File: src/design/dfe_regs.svh
// Offsets, fields, reset values and timing counts of the fault encoder
`ifndef DFE_REGS_SVH
`define DFE_REGS_SVH
`define DFE_OFF_FAULT_WORD   8'h00
`define DFE_OFF_CONFIG       8'h04
`define DFE_OFF_DETECT       8'h08
`define DFE_OFF_STATUS       8'h0c
`define DFE_OFF_CARRIER      8'h10
`define DFE_FW_MEM_DBE       0
`define DFE_FW_PATH          2
`define DFE_FW_UNDER         3
`define DFE_FW_OVER          4
`define DFE_FW_TEMP          5
`define DFE_FW_RANGE_LO      6
`define DFE_FW_RANGE_HI      7
`define DFE_CFG_OV_OFF       0
`define DFE_CFG_UV_OFF       1
`define DFE_CFG_TMP_OFF      2
`define DFE_CFG_OOR_OFF      3
`define DFE_CFG_OV_EN        4
`define DFE_CFG_UV_EN        5
`define DFE_CFG_PATH_EN      6
`define DFE_CFG_TMP_EN       7
`define DFE_CFG_OOR_EN       8
`define DFE_CFG_ADV_FLAG     9
`define DFE_CFG_HIZ_MODE     10
`define DFE_CFG_PM_LO        12
`define DFE_CFG_LOCK_LO      16
`define DFE_CFG_RESET        32'h0000_2000
`define DFE_LOCK_SET         4'hc
`define DFE_PM_CFG_MAX       2'h2
`define DFE_CARRIER_RESET    16'h03e8
// Duty cycles in tenths of a percent
`define DFE_DUTY_OVER        10'd404
`define DFE_DUTY_UNDER       10'd116
`define DFE_DUTY_PATH        10'd308
`define DFE_DUTY_HOT         10'd500
`define DFE_DUTY_COLD        10'd596
`define DFE_DUTY_RANGE_LO    10'd692
`define DFE_DUTY_RANGE_HI    10'd788
`define DFE_DUTY_FULL        10'd1000
`endif

File: src/design/dfe_pkg.sv
// Types shared by the fault encoder modules
package dfe_pkg;
  typedef enum logic [2:0] {
    DFE_NONE, DFE_OVER, DFE_UNDER, DFE_PATH, DFE_HOT, DFE_COLD,
    DFE_RANGE_LO, DFE_RANGE_HI
  } dfe_fault_t;
  typedef enum logic [1:0] {
    DFE_OUT_NORMAL, DFE_OUT_DIAG, DFE_OUT_HIZ
  } dfe_out_t;
endpackage : dfe_pkg

File: src/design/dfe_pwm_if.sv
// Interface between fault selector and diagnostic PWM generator
`timescale 1ns/10ps
interface dfe_pwm_if;
  logic        diag_on;
  logic [9:0]  duty;
  logic [15:0] period;
  logic        pwm;
  modport ctrl (output diag_on, output duty, output period, input pwm);
  modport gen  (input diag_on, input duty, input period, output pwm);
endinterface : dfe_pwm_if

File: src/design/dfe_pwm_gen.sv
// Diagnostic PWM generator at half carrier frequency
`timescale 1ns/10ps
`include "dfe_regs.svh"
module dfe_pwm_gen (
  input wire logic clk_sys,
  input wire logic resetn,
  dfe_pwm_if.gen   pif
);
  logic [16:0] cnt_ff;
  logic        pwm_ff;
  logic [16:0] dbl_period;
  logic [26:0] high_time;
  assign dbl_period = {pif.period, 1'b0};
  assign high_time  = 27'(dbl_period) * 27'(pif.duty);

  // Period counter, double carrier period
  always_ff @(posedge clk_sys or negedge resetn) begin
    if (!resetn) begin
      cnt_ff <= 17'h0_0000;
    end else if (!pif.diag_on || cnt_ff + 17'h0_0001 >= dbl_period) begin
      cnt_ff <= 17'h0_0000;
    end else begin
      cnt_ff <= cnt_ff + 17'h0_0001;
    end
  end

  // High while count below duty fraction
  always_ff @(posedge clk_sys or negedge resetn) begin
    if (!resetn) begin
      pwm_ff <= 1'b0;
    end else begin
      pwm_ff <= pif.diag_on &&
                (27'(cnt_ff) * 27'(`DFE_DUTY_FULL) < high_time);
    end
  end
  assign pif.pwm = pwm_ff;
endmodule : dfe_pwm_gen

File: src/design/dfe_top.sv
// Fault output encoder with AXI4-Lite register access
//
// The address map and the AXI4-Lite register port are this design's own decisions.
`timescale 1ns/10ps
`include "dfe_regs.svh"
module dfe_top (
  input  wire logic        clk_sys,
  input  wire logic        resetn,
  input  wire logic        s_axi_awvalid,
  output logic             s_axi_awready,
  input  wire logic [7:0]  s_axi_awaddr,
  input  wire logic        s_axi_wvalid,
  output logic             s_axi_wready,
  input  wire logic [31:0] s_axi_wdata,
  input  wire logic [3:0]  s_axi_wstrb,
  output logic             s_axi_bvalid,
  input  wire logic        s_axi_bready,
  output logic [1:0]       s_axi_bresp,
  input  wire logic        s_axi_arvalid,
  output logic             s_axi_arready,
  input  wire logic [7:0]  s_axi_araddr,
  output logic             s_axi_rvalid,
  input  wire logic        s_axi_rready,
  output logic [31:0]      s_axi_rdata,
  output logic [1:0]       s_axi_rresp,
  input  wire logic        fault_overvoltage,
  input  wire logic        fault_undervoltage,
  input  wire logic        fault_path_monitor,
  input  wire logic        fault_over_temp,
  input  wire logic        fault_under_temp,
  input  wire logic        fault_range_low,
  input  wire logic        fault_range_high,
  input  wire logic        fault_mem_double,
  input  wire logic        normal_pwm,
  input  wire logic        normal_sent,
  output logic             out_level,
  output logic             out_oe_n,
  output logic [1:0]       status_comm_nibble,
  output logic             sent_hiz,
  output logic             prog_mode
);
  logic [31:0] cfg_ff;
  logic [15:0] carrier_ff;
  logic [7:0]  fault_word_ff;
  logic [7:0]  nxt_fault_word;
  logic [1:0]  nibble_ff;
  logic [1:0]  nxt_nibble;
  logic        out_ff;
  logic        oe_n_ff;
  logic        sent_hiz_ff;
  logic        prog_ff;
  logic [2:0]  sync_ff [8];
  logic [7:0]  det;
  dfe_pkg::dfe_fault_t sel;
  dfe_pkg::dfe_out_t   mode;
  logic        aw_ok_ff;
  logic        w_ok_ff;
  logic [7:0]  aw_addr_ff;
  logic [31:0] w_data_ff;
  logic [3:0]  w_strb_ff;
  logic        bvalid_ff;
  logic [1:0]  bresp_ff;
  logic        rvalid_ff;
  logic [31:0] rdata_ff;
  logic [1:0]  rresp_ff;
  logic        locked;
  logic        ov_act;
  logic        uv_act;
  logic        pm_act;
  logic        tmp_en;
  logic        oor_act;
  logic [7:0]  raw;
  dfe_pwm_if   pif ();

  // Fault inputs pass three flops, level taken when stages 2,3 agree
  genvar gi;
  assign raw = {fault_mem_double, fault_range_high, fault_range_low,
                fault_under_temp, fault_over_temp, fault_path_monitor,
                fault_undervoltage, fault_overvoltage};
  generate
    for (gi = 0; gi < 8; gi++) begin : g_sync
      always_ff @(posedge clk_sys or negedge resetn) begin
        if (!resetn) begin
          sync_ff[gi] <= 3'h0;
          det[gi]     <= 1'b0;
        end else begin
          sync_ff[gi] <= {sync_ff[gi][1:0], raw[gi]};
          if (sync_ff[gi][1] == sync_ff[gi][2]) det[gi] <= sync_ff[gi][2];
        end
      end
    end
  endgenerate

  // Enable qualification from configuration
  assign locked   = cfg_ff[`DFE_CFG_LOCK_LO +: 4] == `DFE_LOCK_SET;
  assign ov_act   = cfg_ff[`DFE_CFG_OV_EN] && !cfg_ff[`DFE_CFG_OV_OFF]
                    && locked;
  assign uv_act   = cfg_ff[`DFE_CFG_UV_EN]
                    && !cfg_ff[`DFE_CFG_UV_OFF];
  assign pm_act   = cfg_ff[`DFE_CFG_PATH_EN] &&
                    cfg_ff[`DFE_CFG_PM_LO +: 2] <= `DFE_PM_CFG_MAX;
  assign tmp_en   = cfg_ff[`DFE_CFG_TMP_EN]
                    && !cfg_ff[`DFE_CFG_TMP_OFF];
  assign oor_act  = cfg_ff[`DFE_CFG_OOR_EN] && cfg_ff[`DFE_CFG_ADV_FLAG]
                    && !cfg_ff[`DFE_CFG_OOR_OFF];

  // Fault word, nibble and priority selection
  always_comb begin
    nxt_fault_word = 8'h00;
    sel            = dfe_pkg::DFE_NONE;
    if (det[7]) nxt_fault_word[`DFE_FW_MEM_DBE] = 1'b1;
    if (det[6] && oor_act) begin
      nxt_fault_word[`DFE_FW_RANGE_HI] = 1'b1;
      sel = dfe_pkg::DFE_RANGE_HI;
    end
    if (det[5] && oor_act) begin
      nxt_fault_word[`DFE_FW_RANGE_LO] = 1'b1;
      sel = dfe_pkg::DFE_RANGE_LO;
    end
    if (det[4] && tmp_en) begin
      nxt_fault_word[`DFE_FW_TEMP] = 1'b1;
      sel = dfe_pkg::DFE_COLD;
    end
    if (det[3] && tmp_en) begin
      nxt_fault_word[`DFE_FW_TEMP] = 1'b1;
      sel = dfe_pkg::DFE_HOT;
    end
    if (det[1] && uv_act) begin
      nxt_fault_word[`DFE_FW_UNDER] = 1'b1;
      sel = dfe_pkg::DFE_UNDER;
    end
    if (det[2] && pm_act) begin
      nxt_fault_word[`DFE_FW_PATH] = 1'b1;
      sel = dfe_pkg::DFE_PATH;
    end
    if (det[0] && ov_act) begin
      nxt_fault_word[`DFE_FW_OVER] = 1'b1;
      sel = dfe_pkg::DFE_OVER;
    end
    nxt_nibble[0] = nxt_fault_word[`DFE_FW_PATH];
    nxt_nibble[1] = |nxt_fault_word[`DFE_FW_RANGE_HI:`DFE_FW_UNDER];
  end

  // Output mode: memory fault and programming beat everything
  always_comb begin
    if (det[7] || (det[0] && !locked)) begin
      mode = dfe_pkg::DFE_OUT_HIZ;
    end else if (sel == dfe_pkg::DFE_NONE) begin
      mode = dfe_pkg::DFE_OUT_NORMAL;
    end else if (cfg_ff[`DFE_CFG_HIZ_MODE]) begin
      mode = dfe_pkg::DFE_OUT_HIZ;
    end else begin
      mode = dfe_pkg::DFE_OUT_DIAG;
    end
  end

  // Duty for selected fault
  always_comb begin
    unique case (sel)
      dfe_pkg::DFE_OVER:     pif.duty = `DFE_DUTY_OVER;
      dfe_pkg::DFE_UNDER:    pif.duty = `DFE_DUTY_UNDER;
      dfe_pkg::DFE_PATH:     pif.duty = `DFE_DUTY_PATH;
      dfe_pkg::DFE_HOT:      pif.duty = `DFE_DUTY_HOT;
      dfe_pkg::DFE_COLD:     pif.duty = `DFE_DUTY_COLD;
      dfe_pkg::DFE_RANGE_LO: pif.duty = `DFE_DUTY_RANGE_LO;
      dfe_pkg::DFE_RANGE_HI: pif.duty = `DFE_DUTY_RANGE_HI;
      dfe_pkg::DFE_NONE:     pif.duty = 10'd0;
    endcase
  end
  assign pif.diag_on = mode == dfe_pkg::DFE_OUT_DIAG;
  assign pif.period  = carrier_ff;

  dfe_pwm_gen u_pwm (
    .clk_sys (clk_sys),
    .resetn  (resetn),
    .pif     (pif)
  );

  // Registered outputs
  always_ff @(posedge clk_sys or negedge resetn) begin
    if (!resetn) begin
      fault_word_ff <= 8'h00;
      nibble_ff     <= 2'h0;
      out_ff        <= 1'b0;
      oe_n_ff       <= 1'b1;
      sent_hiz_ff   <= 1'b0;
      prog_ff       <= 1'b0;
    end else begin
      fault_word_ff <= nxt_fault_word;
      nibble_ff     <= det[7] ? 2'h0 : nxt_nibble;
      sent_hiz_ff   <= mode == dfe_pkg::DFE_OUT_HIZ;
      prog_ff       <= det[0] && !locked;
      unique case (mode)
        dfe_pkg::DFE_OUT_DIAG:   {out_ff, oe_n_ff} <= {pif.pwm, 1'b0};
        dfe_pkg::DFE_OUT_NORMAL: {out_ff, oe_n_ff} <= {normal_pwm, 1'b0};
        default:                 {out_ff, oe_n_ff} <= 2'h1;
      endcase
    end
  end
  assign out_level          = out_ff;
  assign out_oe_n           = oe_n_ff;
  assign status_comm_nibble = nibble_ff;
  assign sent_hiz           = sent_hiz_ff;
  assign prog_mode          = prog_ff;

  // AXI write: address and data taken in either order
  assign s_axi_awready = !aw_ok_ff && !bvalid_ff;
  assign s_axi_wready  = !w_ok_ff && !bvalid_ff;
  always_ff @(posedge clk_sys or negedge resetn) begin
    if (!resetn) begin
      aw_ok_ff   <= 1'b0;
      w_ok_ff    <= 1'b0;
      aw_addr_ff <= 8'h00;
      w_data_ff  <= 32'h0000_0000;
      w_strb_ff  <= 4'h0;
      bvalid_ff  <= 1'b0;
      bresp_ff   <= 2'h0;
    end else begin
      if (s_axi_awvalid && s_axi_awready) begin
        aw_ok_ff   <= 1'b1;
        aw_addr_ff <= s_axi_awaddr;
      end
      if (s_axi_wvalid && s_axi_wready) begin
        w_ok_ff   <= 1'b1;
        w_data_ff <= s_axi_wdata;
        w_strb_ff <= s_axi_wstrb;
      end
      if (aw_ok_ff && w_ok_ff) begin
        aw_ok_ff  <= 1'b0;
        w_ok_ff   <= 1'b0;
        bvalid_ff <= 1'b1;
        bresp_ff  <= (aw_addr_ff == `DFE_OFF_CONFIG ||
                      aw_addr_ff == `DFE_OFF_CARRIER) ? 2'h0 : 2'h2;
      end else if (bvalid_ff && s_axi_bready) begin
        bvalid_ff <= 1'b0;
      end
    end
  end
  assign s_axi_bvalid = bvalid_ff;
  assign s_axi_bresp  = bresp_ff;

  // Writable configuration, byte lanes honoured
  always_ff @(posedge clk_sys or negedge resetn) begin
    if (!resetn) begin
      cfg_ff     <= `DFE_CFG_RESET;
      carrier_ff <= `DFE_CARRIER_RESET;
    end else if (aw_ok_ff && w_ok_ff) begin
      for (int b = 0; b < 4; b++) begin
        if (w_strb_ff[b] && aw_addr_ff == `DFE_OFF_CONFIG)
          cfg_ff[8*b +: 8] <= w_data_ff[8*b +: 8];
      end
      for (int b = 0; b < 2; b++) begin
        if (w_strb_ff[b] && aw_addr_ff == `DFE_OFF_CARRIER)
          carrier_ff[8*b +: 8] <= w_data_ff[8*b +: 8];
      end
    end
  end

  // AXI read, unmapped answers SLVERR
  assign s_axi_arready = !rvalid_ff;
  always_ff @(posedge clk_sys or negedge resetn) begin
    if (!resetn) begin
      rvalid_ff <= 1'b0;
      rdata_ff  <= 32'h0000_0000;
      rresp_ff  <= 2'h0;
    end else if (s_axi_arvalid && s_axi_arready) begin
      rvalid_ff <= 1'b1;
      rresp_ff  <= 2'h0;
      unique case (s_axi_araddr)
        `DFE_OFF_FAULT_WORD: rdata_ff <= {24'h00_0000, fault_word_ff};
        `DFE_OFF_CONFIG:     rdata_ff <= cfg_ff;
        `DFE_OFF_DETECT:     rdata_ff <= {24'h00_0000, det};
        `DFE_OFF_STATUS:     rdata_ff <= {27'h000_0000, prog_ff,
                                          sent_hiz_ff, oe_n_ff, nibble_ff};
        `DFE_OFF_CARRIER:    rdata_ff <= {16'h0000, carrier_ff};
        default: begin
          rdata_ff <= 32'h0000_0000;
          rresp_ff <= 2'h2;
        end
      endcase
    end else if (rvalid_ff && s_axi_rready) begin
      rvalid_ff <= 1'b0;
    end
  end
  assign s_axi_rvalid = rvalid_ff;
  assign s_axi_rdata  = rdata_ff;
  assign s_axi_rresp  = rresp_ff;
endmodule : dfe_top

File: config.mk
export PLATFORM = sky130hd
export DESIGN_NAME = dfe_top
export DESIGN_NICKNAME = d
export VERILOG_FILES = /design/src/design/dfe_pkg.sv /design/src/design/dfe_pwm_if.sv /design/src/design/dfe_pwm_gen.sv /design/src/design/dfe_top.sv
export VERILOG_INCLUDE_DIRS = /design/src /design/src/design
export SDC_FILE = /design/constraint.sdc
export NUM_CORES = 1
export LEC_CHECK = 0
export ABC_CLOCK_PERIOD_IN_PS = 8700
export BUFFER_PORTS_ARGS = -buffer_cell sky130_fd_sc_hd__buf_2
export CAP_MARGIN = 20
export CORE_UTILIZATION = 56
export DETAILED_ROUTE_END_ITERATION = 8
export PLACE_DENSITY = 0.75
export SLEW_MARGIN = 20
export SYNTH_ARGS = -nofsm -noshare
export SYNTH_HDL_FRONTEND = slang
export SYNTH_SLANG_ARGS = --single-unit
File: constraint.sdc
create_clock -name clk_sys -period 8.7 [get_ports clk_sys]
set_input_delay 0.87 -clock clk_sys [delete_from_list [all_inputs] [get_ports clk_sys]]
set_output_delay 0.87 -clock clk_sys [all_outputs]
set_load 0.05 [all_outputs]
==> results_dict.tcl, run 1 <==
set metrics [dict create \
    met1_usage 0.348 \
    cap_violations 0 \
    ir_drop_mv 0.197 \
    status "complete, no violations" \
    cts_made_buffers 17 \
    avgSynthCellArea_sq_um 11.1 \
    drtPass1Iterations 7 \
    crit_path_max_fanout 16 \
    port_buffers 112 \
    drc 0 \
    globalRouteOverflowTotal 0 \
    p_leak_nw 8.65 \
    fp.dieArea_sq_um 27400 \
    clock_skew_ns 0.0150 \
    grt_first_pass_wirelength_microns 52700 \
    die_h_microns 165 \
    num_rows 59 \
    tightestPinTransition_ns 0.942 \
    drive_above_1_share 0.200 \
    dpl-instance-area_sq_um 15800 \
    async_flop_share 1.00 \
    via_count 10300 \
    critPathCaptureType "flop" \
    via_per_inst 5.74 \
    slowest_stage "a21oi_2" \
    critPathTopFamily "adder cells" \
    synth_seq_cells 193 \
    finalNetCount 1812 \
    h-tree-depth 4 \
    use_met3 0.0347 \
    synth-edff-count 0 \
    synth.largest_area_cell "dfrtp_1" \
    period_minus_slack_ns 8.13 \
    grt.busiest_layer "met2" \
    hp-class "primary input to asynchronous set/reset pin" \
    critical_path_required_ns 9.04 \
    ys.flop_type "dfrtp_1" \
    antenna_found_initial 1 \
    routedWlPerCell_microns 17.5 \
    rsz0062_at_grt "no" \
    drt-total-wl_microns 31500 \
    ys_top_cells_by_count "185 x dfrtp_1, 169 x ha_1, 127 x fa_1" \
    grt_pass1_vias 10500 \
    setup_violations 0 \
    clock_path_buffers 2 \
    syn-instance-count 1342 \
    slowest_delay_ns 0.62 \
    hold_violations 0 \
    syn_area_sq_um 14900 \
    fp.dieW_microns 165 \
    grt_use_met2 0.404 \
    powerDensity_nw_per_um2 157 \
    arrival_ns 8.46 \
    clk_latency_ns 0.45 \
    hold_buffers 0 \
    ant_nets 0 \
    ios 116 \
    yosysMostFrequentCell "dfrtp_1" \
    post_cts_resized 0 \
    start_util 0.572 \
    stdcell_area_sq_um 16500 \
    drtIter0Drc 598 \
    postCtsSetupRepairBufs 0 \
    max_freq_mhz 123 \
    stdcell_count 1796 \
    post-route-period-util 0.934 \
    dp_cells 1762 \
    clk_pin_slew_ns 0.09 \
    cts_num_sinks 193 \
    path_buf_inv 2 \
    netlist.area_leader.share 0.310 \
    setup_tns_ns 0 \
    post-dp-hpwl_microns 24500 \
    ys_seq_area_frac 0.324 \
    yosys_warnings 0 \
    cts_tree "done" \
    path_class "flop to flop" \
    grt_start_max_net_pins 126 \
    syn_to_final_growth_pct 10.4 \
    coreArea_sq_um 26100 \
    cts_root_buf "clkbuf_16" \
    cp.depth 25 \
    start_kind "flop" \
    slew_viol_final 0 \
    synth_area_leaders "dfrtp_1 31%, fa_1 17%, ha_1 14%" \
    grt_usage 0.248 \
    worst_slew_margin_rel 0.372 \
    synth_cell_types 82 \
    ff2ff_path_depth 25 \
    place_congestion 0.923 \
]
[registers in the layout (all words and copies together) (netlist names)]
name,count
sent_hiz,1
fault_word_ff,7
u_pwm.pif.pwm,1
s_axi_rvalid,1
w_strb_ff,4
u_pwm.cnt_ff,17
carrier_ff,16
s_axi_rresp,1
cfg_ff,32
status_comm_nibble,2
out_level,1
sync_ff,24
prog_mode,1
aw_addr_ff,8
out_oe_n,1
w_data_ff,32
s_axi_bvalid,1
det,8
s_axi_rdata,32
aw_ok_ff,1
s_axi_bresp,1
w_ok_ff,1
[power by group]
part	total, mW	switching, mW	internal (mW)
Sequential	1.18	0.119	1.06
Clock	0.864	0.450	0.413
Combinational	0.554	0.332	0.222
[cells by family (layout without fill, tap and decap cells)]
logic type | count (synthesis) | in the layout | share of synthesized area
compound gates | 200 | 200 | 0.0931
xor+xnor | 46 | 46 | 0.0270
simple gates | 353 | 353 | 0.124
fa+ha+maj | 304 | 304 | 0.317
other cells | 1 | 3 | 0.000251
flops | 193 | 193 | 0.324
buf+inv | 145 | 262 | 0.0395
mux | 100 | 100 | 0.0758
[final cells by class]
| cell class | count | area (sq um) |
|---|---|---|
| Antenna cell | 1 | 2.50 |
| Clock buffer | 17 | 425 |
| Sequential cell | 193 | 4840 |
| Fill cell | 2100 | 9630 |
| Timing Repair Buffer | 122 | 664 |
| Tap cell | 335 | 419 |
| Clock inverter | 15 | 223 |
| Inverter | 108 | 405 |
| Multi-Input combinational cell | 1005 | 9530 |
[stage by stage]
step	utilization	hold WS [ns]	setup WS [ns]	total power, mW
after floorplan	-	0.331	1.38	1.57
after global placement	0.606	0.333	0.788	1.72
after detailed placement	0.606	0.335	0.665	1.75
after CTS	0.630	0.353	0.630	2.61
after global routing	0.632	0.319	0.186	2.72
final	0.632	0.313	0.572	2.60
[layout by cell type (no fill, tap or decap), types with 9 or more instances in the layout]
| cell type | instances |
|---|---|
| clkbuf_16 | 17 |
| a31oi_1 | 12 |
| mux2_2 | 96 |
| nand2_1 | 93 |
| buf_2 | 111 |
| nor2b_1 | 10 |
| inv_1 | 106 |
| a21oi_1 | 48 |
| a21o_1 | 29 |
| a221oi_1 | 14 |
| dfrtp_1 | 185 |
| nand2b_1 | 15 |
| buf_4 | 9 |
| nand4_1 | 11 |
| xor2_1 | 18 |
| o21a_1 | 9 |
| nand3_1 | 28 |
| fa_1 | 127 |
| and2_1 | 30 |
| o21ai_0 | 32 |
| xnor2_1 | 28 |
| nor2_1 | 84 |
| ha_1 | 169 |
| nor3_1 | 24 |
[worst paths after layout]
path | from | to | slack [ns]
max in group asynchronous | resetn | cfg_ff[9] | 6.79
hold reg to reg | sync_ff[12] | sync_ff[13] | 0.35
min in group clk_sys | sync_ff[12] | sync_ff[13] | 0.35
setup / recovery | cfg_ff[9] | u_pwm.pif.pwm | 0.57
setup reg to reg | cfg_ff[9] | u_pwm.pif.pwm | 0.57
hold / removal | resetn | s_axi_rdata[24] | 0.31
[per-layer routing]
| layer | share of wire | routed length [microns] |
|---|---|---|
| met3 | 0.046 | 1460 |
| met1 | 0.45 | 14200 |
| met4 | 0.013 | 416 |
| met5 | 0 | 0 |
| met2 | 0.49 | 15400 |
(Power assumes the default switching activity.)
==> run 2: changes to the inputs <==
--- a/config.mk
+++ b/config.mk
@@ -7,11 +7,11 @@
 export NUM_CORES = 1
 export LEC_CHECK = 0
 export ABC_CLOCK_PERIOD_IN_PS = 8700
-export BUFFER_PORTS_ARGS = -buffer_cell sky130_fd_sc_hd__buf_2
+export BUFFER_PORTS_ARGS = -buffer_cell sky130_fd_sc_hd__buf_4
 export CAP_MARGIN = 20
 export CORE_UTILIZATION = 56
 export DETAILED_ROUTE_END_ITERATION = 8
-export PLACE_DENSITY = 0.75
+export PLACE_DENSITY_LB_ADDON = 0.25
 export SLEW_MARGIN = 20
 export SYNTH_ARGS = -nofsm -noshare
 export SYNTH_HDL_FRONTEND = slang
==> run 2 against run 1 <==
  * Clock power fell by 3.8%
  * Largest power group unchanged
  * Cell count unchanged
  * Highest routed layer unchanged
  * Count of clock-buffer cells in the layout is the same
  * Sequential cell count did not move
  * Setup slack better by 0.054 ns
  * Sequential power is essentially flat
  * Clock skew grew 0.00065 ns
  * Design area is 1.6% higher
  * Die area is the same
  * Power decreased by 0.18%
  * Via count grew 0.34%
  * Worst hold slack better by 0.030 ns
==> results_dict.tcl, run 2 (synthesized netlist as in run 1, its figures left out) <==
set metrics [dict create \
    critPathCapture "u_pwm.pif.pwm" \
    slowest_delay_ns 0.71 \
    grt_first_pass_wirelength_microns 53400 \
    layout_commonest_cell "dfrtp_1" \
    syn_to_final_growth_pct 12.1 \
    cts_made_buffers 17 \
    diodes 0 \
    hp-class "flop to flop" \
    slowest_stage "ha_1" \
    powerDensity_nw_per_um2 155 \
    critical_path_required_ns 9.03 \
    tightestPinTransition_ns 0.964 \
    worst_slew_margin_rel 0.357 \
    max_freq_mhz 124 \
    nFillCells 2113 \
    postCtsSetupRepairBufs 0 \
    cts_tree "done" \
    h-tree-depth 4 \
    clk_pin_slew_ns 0.09 \
    start_kind "flop" \
    path_class "flop to flop" \
    critPathCaptureType "flop" \
    drc 0 \
    stdcell_count 1796 \
    ant_nets 0 \
    stdcell_area_sq_um 16800 \
    clock_skew_ns 0.0157 \
    place_congestion 0.907 \
    globalRouteOverflowTotal 0 \
    antenna_found_initial 0 \
    r2r_setup_slack_ns 0.63 \
    multi_input_area_sq_um 9530 \
    via_count 10300 \
    rr_endpoint "u_pwm.pif.pwm" \
    cap_violations 0 \
    layout_common_cells "185 x dfrtp_1, 169 x ha_1, 127 x fa_1" \
    drt-total-wl_microns 32000 \
    ff2ff_path_depth 24 \
    post_cts_resized 0 \
    dp_cells 1764 \
    post-dp-hpwl_microns 24800 \
    arrival_ns 8.40 \
    hold_violations 0 \
    routedWlPerCell_microns 17.8 \
    finalNetCount 1813 \
    post-route-period-util 0.928 \
    grt_start_max_net_pins 80 \
    port_buffers 112 \
    period_minus_slack_ns 8.07 \
    setup_violations 0 \
    drtIter0Drc 539 \
    hold_ws_ns 0.344 \
    reg2reg_from "cfg_ff[9]" \
    seqCellArea_sq_um 4840 \
    cts_root_buf "clkbuf_16" \
    clk_latency_ns 0.44 \
    die_h_microns 165 \
    ir_drop_mv 0.172 \
    via_per_inst 5.76 \
    coreArea_sq_um 26100 \
    cp_cell_sequence "and3b_1, a32o_1, a311oi_2, ha_1, o31ai_4, nand2_1, fa_1, fa_1, inv_1, fa_1, fa_1, ha_1, ha_1, nor2b_1, o2111ai_1, and4b_1, a2111oi_2, o221ai_1, xnor2_1, ha_1, nand4_1, or4_1, o2111ai_1, a21oi_1" \
    num_rows 59 \
    grt_pass1_vias 10800 \
    drive_above_1_share 0.201 \
    clock_path_buffers 2 \
    hold_buffers 0 \
    fp.dieW_microns 165 \
    status "complete, no violations" \
    crit_path_max_fanout 16 \
    p_leak_nw 8.71 \
    start_util 0.572 \
    fin_total_pwr_mw 2.59 \
    slew_viol_final 0 \
    rsz0062_at_grt "no" \
    dpl-instance-area_sq_um 16100 \
    setup.worst_path.start "cfg_ff[9]" \
    fp.dieArea_sq_um 27400 \
    ios 116 \
    setup_tns_ns 0 \
    grt_usage 0.251 \
    drtPass1Iterations 5 \
    cts_num_sinks 193 \
]
[run 2: worst min path at each step]
stage,startpoint,end,slack (ns),depth (start not counted)
after global placement,sync_ff[15],sync_ff[16],0.33,0
after global routing,sync_ff[9],sync_ff[10],0.36,0
final,sync_ff[6],sync_ff[7],0.34,0
after floorplan,sync_ff[9],sync_ff[10],0.33,0
after detailed placement,sync_ff[12],sync_ff[13],0.33,0
after CTS,sync_ff[6],sync_ff[7],0.35,0
[run 2: worst max-delay path: cells and delay by family, from the launching register on]
kind,cells,cell delay (ns)
AND/OR/NAND/NOR,6,1.61
flip-flops,1,0.42
AO/OA/AOI/OAI,8,2.10
XOR/XNOR,1,0.18
adder cells (fa/ha/maj),8,3.60
buffers and inverters,1,0.06
[run 2: routing by layer]
metal / part of all wire / up-vias / wire length, microns / global-route usage
met2: 0.49 / 233 / 15800 / 0.417
met4: 0.020 / 0 / 638 / 0.0707
met1: 0.44 / 5184 / 14200 / 0.345
li1: - / 4884 / - / -
met3: 0.041 / 38 / 1300 / 0.0352
met5: 0 / - / 0 / 0
[run 2: power by group]
| group | internal (mW) | total, mW | switching (mW) |
|---|---|---|---|
| Clock | 0.404 | 0.831 | 0.427 |
| Sequential | 1.06 | 1.18 | 0.122 |
| Combinational | 0.245 | 0.579 | 0.334 |
[run 2: stage by stage]
| stage | util | setup slack [ns] |
|---|---|---|
| global route | 0.641 | 0.122 |
| finish | 0.641 | 0.625 |
| detailed placement | 0.617 | 0.672 |
| floorplan | - | 1.38 |
| CTS | 0.641 | 0.638 |
| global placement | 0.617 | 0.843 |
[run 2: area by class of cell]
type,count,share of cell area
Clock inverter,15,0.0130
Clock buffer,17,0.0254
Sequential cell,193,0.289
Tap cell,335,0.0250
Multi-Input combinational cell,1005,0.568
Inverter,108,0.0242
Timing Repair Buffer,123,0.0555
